$ cat config.mk
export PLATFORM = sky130hd
export DESIGN_NAME = hall_sync_sine_pwm
export DESIGN_NICKNAME = d
export VERILOG_FILES = /design/src/hdl/hall_sync_pkg.sv /design/src/hdl/hall_sync_sine_pwm.sv /design/src/hdl/sine_lut.sv
export SDC_FILE = /design/constraint.sdc
export NUM_CORES = 1
export LEC_CHECK = 0
export BUFFER_PORTS_ARGS = -buffer_cell sky130_fd_sc_hd__clkbuf_2
export CORE_UTILIZATION = 50
export CTS_BUF_LIST = sky130_fd_sc_hd__clkbuf_4
export DETAILED_ROUTE_END_ITERATION = 12
export PLACE_DENSITY = 0.66
export REMOVE_ABC_BUFFERS = 1
export SYNTH_ARGS = -nofsm -noshare
export SYNTH_HDL_FRONTEND = slang
export SYNTH_SLANG_ARGS = --single-unit
export TNS_END_PERCENT = 20
$ cat constraint.sdc
create_clock -name clk -period 7.1 [get_ports clk]
set_clock_uncertainty 0.05 [all_clocks]
set_input_delay 1.065 -clock clk [delete_from_list [all_inputs] [get_ports clk]]
set_output_delay 1.065 -clock clk [all_outputs]
set_load 0.02 [all_outputs]
$ cat src/hdl/hall_sync_pkg.sv
/*
  constants for the hall-synchronised sine pwm generator.
  assumes a 100 mhz system clock.
*/
package hall_sync_pkg;
  // ----------------------------------------------------------
  // clock and timing
  // ----------------------------------------------------------
  localparam int CLK_FREQ_HZ = 100000000;
  localparam int TICK_MS = 1;
  localparam int TICK_CYCLES = CLK_FREQ_HZ / 1000 * TICK_MS;
  localparam int RES_US = 16;
  localparam int RES_CYCLES = CLK_FREQ_HZ / 1000000 * RES_US;
  localparam int WDOG_MS = 127;
  // ----------------------------------------------------------
  // pwm, table and phase
  // ----------------------------------------------------------
  localparam int PWM_BITS = 12;
  localparam logic [11:0] PWM_RELOAD_DEF = 12'h000;
  localparam int LUT_DEPTH = 256;
  localparam int LUT_BITS = 8;
  localparam logic [7:0] PHI_DEF = 8'h00;
  localparam logic [7:0] PHASE_PI = 8'h80;
  localparam logic [7:0] PHASE_120 = 8'h55;
  localparam logic [7:0] PHASE_240 = 8'hab;
  localparam logic [17:0] FREQ_NUM = 18'h3ffff;
endpackage : hall_sync_pkg

$ cat src/hdl/hall_sync_sine_pwm.sv
/*
  hall-synchronised three-phase sine pwm generator.
  assumes one hall pin (asynchronous) and an external bridge with dead time.
*/
`timescale 1ns/1ps

module hall_sync_sine_pwm
  import hall_sync_pkg::*;
#(
  parameter int TICK_CNT = TICK_CYCLES,
  parameter int RES_CNT = RES_CYCLES,
  parameter int WDOG_TICKS = WDOG_MS / TICK_MS
) (
  // system
  input wire logic clk,
  input wire logic rst,
  // hall sensor pin
  input wire logic hall_in,
  // control
  input wire logic [11:0] pwm_reload,
  input wire logic [7:0] phi,
  input wire logic [7:0] phase_step,
  // pwm outputs
  output logic phase_a_pwm_output,
  output logic phase_b_pwm_output,
  output logic phase_c_pwm_output,
  // measurement and events
  output logic capture_event,
  output logic [15:0] semi_period,
  output logic [15:0] elec_freq,
  output logic [15:0] millisecond_time_base,
  output logic pwm_overflow_event,
  output logic wdog_reset
);
  // ----------------------------------------------------------
  // hall synchroniser and edge
  // ----------------------------------------------------------
  logic hall_s1_reg, hall_s2_reg, hall_s3_reg;
  always_ff @(posedge clk) begin
    hall_s1_reg <= hall_in;
    hall_s2_reg <= hall_s1_reg;
    hall_s3_reg <= hall_s2_reg;
  end
  wire hall_edge = hall_s2_reg ^ hall_s3_reg;

  // ----------------------------------------------------------
  // timebases
  // ----------------------------------------------------------
  logic [31:0] tick_cnt_reg, res_cnt_reg;
  logic [15:0] ms_cnt_reg, res_period_reg;
  wire tick = (tick_cnt_reg == 32'(TICK_CNT - 1));
  wire res_tick = (res_cnt_reg == 32'(RES_CNT - 1));
  always_ff @(posedge clk) begin
    if (rst) begin
      tick_cnt_reg <= '0;
      res_cnt_reg <= '0;
    end else begin
      tick_cnt_reg <= tick ? '0 : tick_cnt_reg + 32'h1;
      res_cnt_reg <= (res_tick || hall_edge) ? '0 : res_cnt_reg + 32'h1;
    end
  end

  always_ff @(posedge clk) begin
    if (rst) begin
      ms_cnt_reg <= '0;
      millisecond_time_base <= '0;
    end else begin
      // saturates so a long stall keeps the watchdog expired
      if (hall_edge) ms_cnt_reg <= '0;
      else if (tick && ms_cnt_reg != 16'hffff) ms_cnt_reg <= ms_cnt_reg + 16'h1;
      if (tick) millisecond_time_base <= millisecond_time_base + 16'h1;
    end
  end

  // ----------------------------------------------------------
  // capture, sync, watchdog
  // ----------------------------------------------------------
  logic [7:0] phase_reg;
  logic wdog_en_reg;
  always_ff @(posedge clk) begin
    if (rst) begin
      res_period_reg <= '0;
      semi_period <= '0;
      capture_event <= 1'b0;
    end else begin
      capture_event <= hall_edge;
      if (hall_edge) begin
        semi_period <= res_period_reg;
        res_period_reg <= '0;
      end else if (res_tick && res_period_reg != 16'hffff) begin
        res_period_reg <= res_period_reg + 16'h1;
      end
    end
  end

  // watchdog enable and refresh
  // the ms semi-period count doubles as the refresh counter
  always_ff @(posedge clk) begin
    if (rst) begin
      wdog_en_reg <= 1'b0;
      wdog_reset <= 1'b0;
    end else begin
      if (hall_edge) wdog_en_reg <= 1'b1;
      wdog_reset <= wdog_en_reg && !hall_edge && (ms_cnt_reg >= 16'(WDOG_TICKS));
    end
  end

  // ----------------------------------------------------------
  // frequency divider, sequential restoring division
  // ----------------------------------------------------------
  logic [17:0] rem_reg;
  logic [17:0] quo_reg;
  logic [15:0] div_reg;
  logic [4:0] div_cnt_reg;
  wire [18:0] trial = {rem_reg, FREQ_NUM[5'd17 - div_cnt_reg]} - {3'h0, div_reg};
  always_ff @(posedge clk) begin
    if (rst) begin
      rem_reg <= '0;
      quo_reg <= '0;
      div_reg <= '0;
      div_cnt_reg <= 5'd18;
      elec_freq <= '0;
    end else if (capture_event) begin
      div_reg <= semi_period;
      rem_reg <= '0;
      // zero period skips the final latch so the saturated value stays
      div_cnt_reg <= (semi_period == 16'h0) ? 5'd19 : 5'd0;
      if (semi_period == 16'h0) elec_freq <= 16'hffff;
    end else if (div_cnt_reg < 5'd18) begin
      if (!trial[18]) begin
        rem_reg <= trial[17:0];
        quo_reg <= {quo_reg[16:0], 1'b1};
      end else begin
        rem_reg <= {rem_reg[16:0], FREQ_NUM[5'd17 - div_cnt_reg]};
        quo_reg <= {quo_reg[16:0], 1'b0};
      end
      div_cnt_reg <= div_cnt_reg + 5'd1;
    end else if (div_cnt_reg == 5'd18) begin
      elec_freq <= (quo_reg[17:16] != 2'b0) ? 16'hffff : quo_reg[15:0];
      div_cnt_reg <= 5'd19;
    end
  end

  // ----------------------------------------------------------
  // pwm carrier and sine update
  // ----------------------------------------------------------
  logic [11:0] pwm_cnt_reg;
  logic half_reg;
  wire ovf = (pwm_cnt_reg >= pwm_reload);
  always_ff @(posedge clk) begin
    if (rst) begin
      pwm_cnt_reg <= '0;
      pwm_overflow_event <= 1'b0;
      half_reg <= 1'b0;
    end else begin
      pwm_cnt_reg <= ovf ? '0 : pwm_cnt_reg + 12'h1;
      pwm_overflow_event <= ovf;
      if (ovf) half_reg <= ~half_reg;
    end
  end
  wire upd = ovf && half_reg;

  // force angle from sampled hall level
  always_ff @(posedge clk) begin
    if (rst) phase_reg <= PHI_DEF;
    else if (hall_edge) phase_reg <= hall_s2_reg ? phi : 8'(phi + PHASE_PI);
    else if (upd) phase_reg <= 8'(phase_reg + phase_step);
  end

  wire [7:0] lut_c, lut_a, lut_b;
  wire [7:0] idx_a = 8'(phase_reg + PHASE_120);
  wire [7:0] idx_b = 8'(phase_reg + PHASE_240);
  sine_lut u_lut_c (.idx(phase_reg), .duty(lut_c));
  sine_lut u_lut_a (.idx(idx_a), .duty(lut_a));
  sine_lut u_lut_b (.idx(idx_b), .duty(lut_b));

  logic [7:0] duty_a_reg, duty_b_reg, duty_c_reg;
  always_ff @(posedge clk) begin
    if (rst) begin
      duty_a_reg <= 8'h80;
      duty_b_reg <= 8'h80;
      duty_c_reg <= 8'h80;
    end else if (upd) begin
      duty_a_reg <= lut_a;
      duty_b_reg <= lut_b;
      duty_c_reg <= lut_c;
    end
  end

  // duty scaled to reload: compare against top 8 bits of normalised count
  function automatic logic cmp(input logic [11:0] cnt, input logic [11:0] rl,
                               input logic [7:0] d);
    logic [19:0] lim;
    lim = 20'(rl) * 20'(d);
    return {cnt, 8'h00} < lim;
  endfunction : cmp

  always_ff @(posedge clk) begin
    if (rst) begin
      phase_a_pwm_output <= 1'b0;
      phase_b_pwm_output <= 1'b0;
      phase_c_pwm_output <= 1'b0;
    end else begin
      phase_a_pwm_output <= cmp(pwm_cnt_reg, pwm_reload, duty_a_reg);
      phase_b_pwm_output <= cmp(pwm_cnt_reg, pwm_reload, duty_b_reg);
      phase_c_pwm_output <= cmp(pwm_cnt_reg, pwm_reload, duty_c_reg);
    end
  end

  // ----------------------------------------------------------
  // checks
  // ----------------------------------------------------------
  a_capture_pulse: assert property (@(posedge clk) disable iff (rst)
    hall_edge |=> capture_event && semi_period == $past(res_period_reg))
    else $error("capture missing");
  a_phase_force: assert property (@(posedge clk) disable iff (rst)
    hall_edge && !hall_s2_reg |=> phase_reg == 8'($past(phi) + PHASE_PI))
    else $error("phase not forced");
  a_phase_level: assert property (@(posedge clk) disable iff (rst)
    hall_edge && hall_s2_reg |=> phase_reg == $past(phi))
    else $error("phase level wrong");
  a_wdog_quiet: assert property (@(posedge clk) disable iff (rst)
    hall_edge |=> !wdog_reset)
    else $error("watchdog after edge");
  a_update_rate: assert property (@(posedge clk) disable iff (rst)
    ovf && !half_reg |=> $stable(duty_c_reg))
    else $error("duty updated early");
  a_overflow_wrap: assert property (@(posedge clk) disable iff (rst)
    ovf |=> pwm_cnt_reg == 12'h0 && pwm_overflow_event)
    else $error("no reload");
  a_ms_tick: assert property (@(posedge clk) disable iff (rst)
    tick |=> millisecond_time_base == 16'($past(millisecond_time_base) + 16'h1))
    else $error("time base stuck");
  a_lut_offset: assert property (@(posedge clk) disable iff (rst)
    upd |=> duty_c_reg == $past(lut_c) && duty_a_reg == $past(lut_a))
    else $error("duty not from table");
  a_freq_done: assert property (@(posedge clk) disable iff (rst)
    capture_event && semi_period != 16'h0 |-> ##[1:21] div_cnt_reg == 5'd19)
    else $error("divide slow");
endmodule : hall_sync_sine_pwm

$ cat src/hdl/sine_lut.sv
/*
  256 x 8 sine table, offset binary (mid 0x80).
  assumes the caller registers the output.
*/
`timescale 1ns/1ps
module sine_lut
  import hall_sync_pkg::*;
(
  // lookup
  input wire logic [7:0] idx,
  output logic [7:0] duty
);
  // ----------------------------------------------------------
  // table contents
  // ----------------------------------------------------------
  // quarter-wave symmetry keeps the constant table at 64 entries
  function automatic logic [7:0] quarter(input logic [5:0] i);
    logic [7:0] q [0:63];
    q = '{8'h00,8'h03,8'h06,8'h09,8'h0c,8'h10,8'h13,8'h16,8'h19,8'h1c,8'h1f,8'h22,
          8'h25,8'h28,8'h2b,8'h2e,8'h31,8'h33,8'h36,8'h39,8'h3c,8'h3f,8'h41,8'h44,
          8'h47,8'h49,8'h4c,8'h4e,8'h51,8'h53,8'h55,8'h58,8'h5a,8'h5c,8'h5e,8'h60,
          8'h62,8'h64,8'h66,8'h68,8'h6a,8'h6b,8'h6d,8'h6f,8'h70,8'h71,8'h73,8'h74,
          8'h75,8'h76,8'h78,8'h79,8'h7a,8'h7a,8'h7b,8'h7c,8'h7d,8'h7d,8'h7e,8'h7e,
          8'h7e,8'h7f,8'h7f,8'h7f};
    return q[i];
  endfunction : quarter

  wire [5:0] qidx = idx[6] ? ~idx[5:0] : idx[5:0];
  wire [7:0] mag = quarter(qidx);
  assign duty = idx[7] ? 8'(8'h80 - mag) : 8'(8'h80 + mag);
endmodule : sine_lut

==> results_dict.tcl <==
set metrics [dict create \
    hold_path_depth 0 \
    hold_ws_ns 0.315 \
    ctsLongestPathBuffers 3 \
    synth-xor-area-share 0.0834 \
    cp_data_required_time_ns 7.66 \
    grt_pass1_wl_mm 103 \
    rrSetupSlack_ns 0.87 \
    startpoint_type "primary input" \
    crit_arrival_ns 6.81 \
    status "completed" \
    dieHeight_um 226 \
    drt-total-wl_mm 61.7 \
    synth-compound-area-share 0.128 \
    wl_per_cell_um 16.1 \
    muxShareOfSynthArea 0.0206 \
    grt_overflow 0 \
    htree_levels 3 \
    drtIter0Drc 1282 \
    ys_warn_count 0 \
    cts_root_buf "clkbuf_4" \
    first_pass_iters 5 \
    synthSimpleGateAreaFrac 0.235 \
    rows 81 \
    routed.top_layer "met5" \
    fin_crit_sh 0.881 \
    maxCapViolations 0 \
    cts_made_buffers 73 \
    min_path_type "reg -> reg" \
    power-per-cell-area_nw_per_um2 167 \
    cpPeakStageDelay_ns 0.55 \
    final_cell_mix "inv_1 (323), nor2_1 (287), nand2_1 (271)" \
    synth_top_family_by_area "adder cells" \
    r2r_cells 24 \
    irDropWorstVdd_mv 0.147 \
    wl_met2_mm 29.5 \
    cts_tree "done" \
    vias 21300 \
    antenna_found_initial 3 \
    synth_area_leaders "dfxtp_1 (20%), fa_1 (15%), ha_1 (11%), and2_1 (6.3%), inv_1 (4.8%)" \
    slew_violations 0 \
    cts_hold_buf 0 \
    fin_crit_ns 6.25 \
    ys_types 92 \
    ant_nets 0 \
    portBuffers 84 \
    fin_nets 3549 \
    syn-instance-count 3076 \
    ys_seq_elements 256 \
    synth-main-ff-cell "dfxtp_1" \
    worst-setup-path-type "in -> reg" \
    grt_max_degree 52 \
    dp_hpwl_mm 46.0 \
    start_util 0.509 \
    setup_viol 0 \
    async_flop_share 0 \
    core_um2 49200 \
    fp.dieW_um 226 \
    reg2reg_to "phase_b_pwm_output$_SDFF_PP0_" \
    crit_buf_inv 4 \
    synth_area_um2 25000 \
    wl_met3_mm 3.16 \
    syn_to_final_growth_pct 7.29 \
    rsz0062_at_grt "no" \
    fillerInstances 4656 \
    grt_pass1_vias 21100 \
    critPathMaxFanout 17 \
    max_freq_mhz 160 \
    yosys.area.top_type "dfxtp_1" \
    grtUsageTotal 0.247 \
    power.leakage_nw 12.0 \
    post_cts_buffers 0 \
    vias_per_cell 5.56 \
    whs_endpoint "hall_s2_reg$_DFF_P_" \
    synth_edf_count 0 \
    syn_avg_cell_area_um2 8.14 \
    tightest_slew_ns 1.17 \
    min_from "hall_s1_reg$_DFF_P_" \
    path_delay_family "compound AO/OA/AOI/OAI gates" \
    clkLatencyLatePin_ns 0.80 \
    seq_area_frac_synth 0.205 \
    reg2reg_from "duty_b_reg[7]$_SDFFE_PP1P_" \
    synth-adder-area-share 0.254 \
    gp_congestion 0.908 \
    worstPathCellList "clkbuf_2, buf_4, and2_1, fa_1, fa_1, ha_1, inv_1, fa_1, inv_1, ha_1, a21oi_1, o21ai_0, a211oi_1, o311ai_0, o41ai_1, o2111ai_1, a21oi_1, xor2_1, ha_1, o211ai_1, a21oi_1, a2111oi_0" \
    drt-met1-wl_mm 27.2 \
    clkTransAtPathRegs_ns 0.07 \
    cts.sinks 256 \
    setup_tns_ns 0 \
    end_kind "flip-flop" \
    postCtsResizedCells 0 \
    drive_above_1_share 0.0825 \
    synth_top_area_share 0.205 \
    num_io_pins 85 \
    die_area_um2 51000 \
    final_hold_viol_count 0 \
    relSlewSlack 0.220 \
    critical-path-slowest-cell "o41ai_1" \
    drc 0 \
    postLayoutCoreUtil 0.547 \
    final_common_cell "inv_1" \
]
-- how the worst max path moves through the flow --
stage	startpoint	to	slack, ns	cells after the start
6_report	pwm_reload[1]	phase_b_pwm_output$_SDFF_PP0_	0.85	22
5_1_grt	pwm_reload[1]	phase_b_pwm_output$_SDFF_PP0_	0.33	22
4_1_cts	duty_a_reg[7]$_SDFFE_PP1P_	phase_a_pwm_output$_SDFF_PP0_	0.89	23
2_1_floorplan	pwm_reload[1]	phase_b_pwm_output$_SDFF_PP0_	1.02	22
3_5_place_dp	pwm_reload[1]	phase_b_pwm_output$_SDFF_PP0_	0.16	22
3_3_place_gp	pwm_reload[1]	phase_b_pwm_output$_SDFF_PP0_	0.33	22
-- cell type report --
class	count	area (µm²)	area share
multi-input combinational	2341	18100	0.673
clock inverter	22	141	0.00526
clock buffer	99	743	0.0277
antenna	2	5.00	0.000186
sequential	256	5130	0.191
inverter	325	1220	0.0454
tap	664	831	0.0309
timing repair buffer	122	708	0.0264
-- cells by family (layout without fill, tap and decap cells) --
family / after synthesis / in the layout
flops: 256 / 256
fa+ha+maj: 399 / 399
simple gates: 1181 / 1181
compound gates: 487 / 487
buf+inv: 479 / 568
xor+xnor: 225 / 225
other cells: 0 / 2
mux: 49 / 49
-- worst register-to-register path: stages, from the launching register on --
cell	delay, ns
dfxtp_1	0.61
nand2_1	0.15
fa_1	0.53
fa_1	0.54
inv_1	0.05
fa_1	0.54
inv_1	0.06
fa_1	0.53
inv_1	0.04
ha_1	0.32
a21boi_0	0.25
o21ai_0	0.14
a22oi_1	0.23
a21oi_1	0.13
xor2_1	0.15
ha_1	0.30
nand4_1	0.09
a2111oi_0	0.43
o211ai_1	0.16
a21boi_0	0.19
o21ai_0	0.09
a21oi_1	0.13
o21ai_0	0.10
a21oi_1	0.15
a2111oi_0	0.10
-- stage by stage --
step	setup WS (ns)	area, µm²	total power [mW]	std cells
final	0.848	26900	4.48	3831
after CTS	0.895	26900	4.52	3829
after global routing	0.327	26900	4.78	3831
after global placement	0.333	26000	3.10	3708
after floorplan	1.02	24400	2.73	2922
after detailed placement	0.156	26000	3.14	3708
-- synth_stat cells (8+ instances only) --
master	instances
ha_1	217
and2_1	253
nand2_1	271
nand3_1	96
or4_1	8
nor3_1	70
or3_1	30
o2111ai_1	10
o31ai_1	10
and3_1	37
dfxtp_1	256
o21ai_0	84
a31oi_1	20
xnor2_1	105
a311oi_1	8
a21o_1	28
o21bai_1	10
mux2i_1	46
buf_2	18
fa_1	182
clkbuf_1	123
and4_1	8
xor2_1	111
a2111oi_0	9
nor4_1	14
nand2b_1	16
a21oi_1	145
a211oi_1	38
nor2_1	287
o21a_1	10
o211ai_1	20
o22ai_1	13
a211o_1	8
nor2b_1	24
nand4_1	36
inv_1	323
-- metal layers --
| metal | vias up | global-route usage |
|---|---|---|
| met1 | 10300 | 0.312 |
| li1 | 10400 | - |
| met3 | 108 | 0.0453 |
| met4 | 2 | 0.0915 |
| met5 | - | 0 |
| met2 | 473 | 0.418 |
-- power breakdown --
group | internal, mW | total [mW] | leakage [nW] | switching, mW
registers | 1.48 | 1.53 | 2.07 | 0.0520
clock network | 0.714 | 1.35 | 0.523 | 0.641
logic | 0.606 | 1.60 | 9.45 | 0.994
Power figures use the tool's default switching activity.
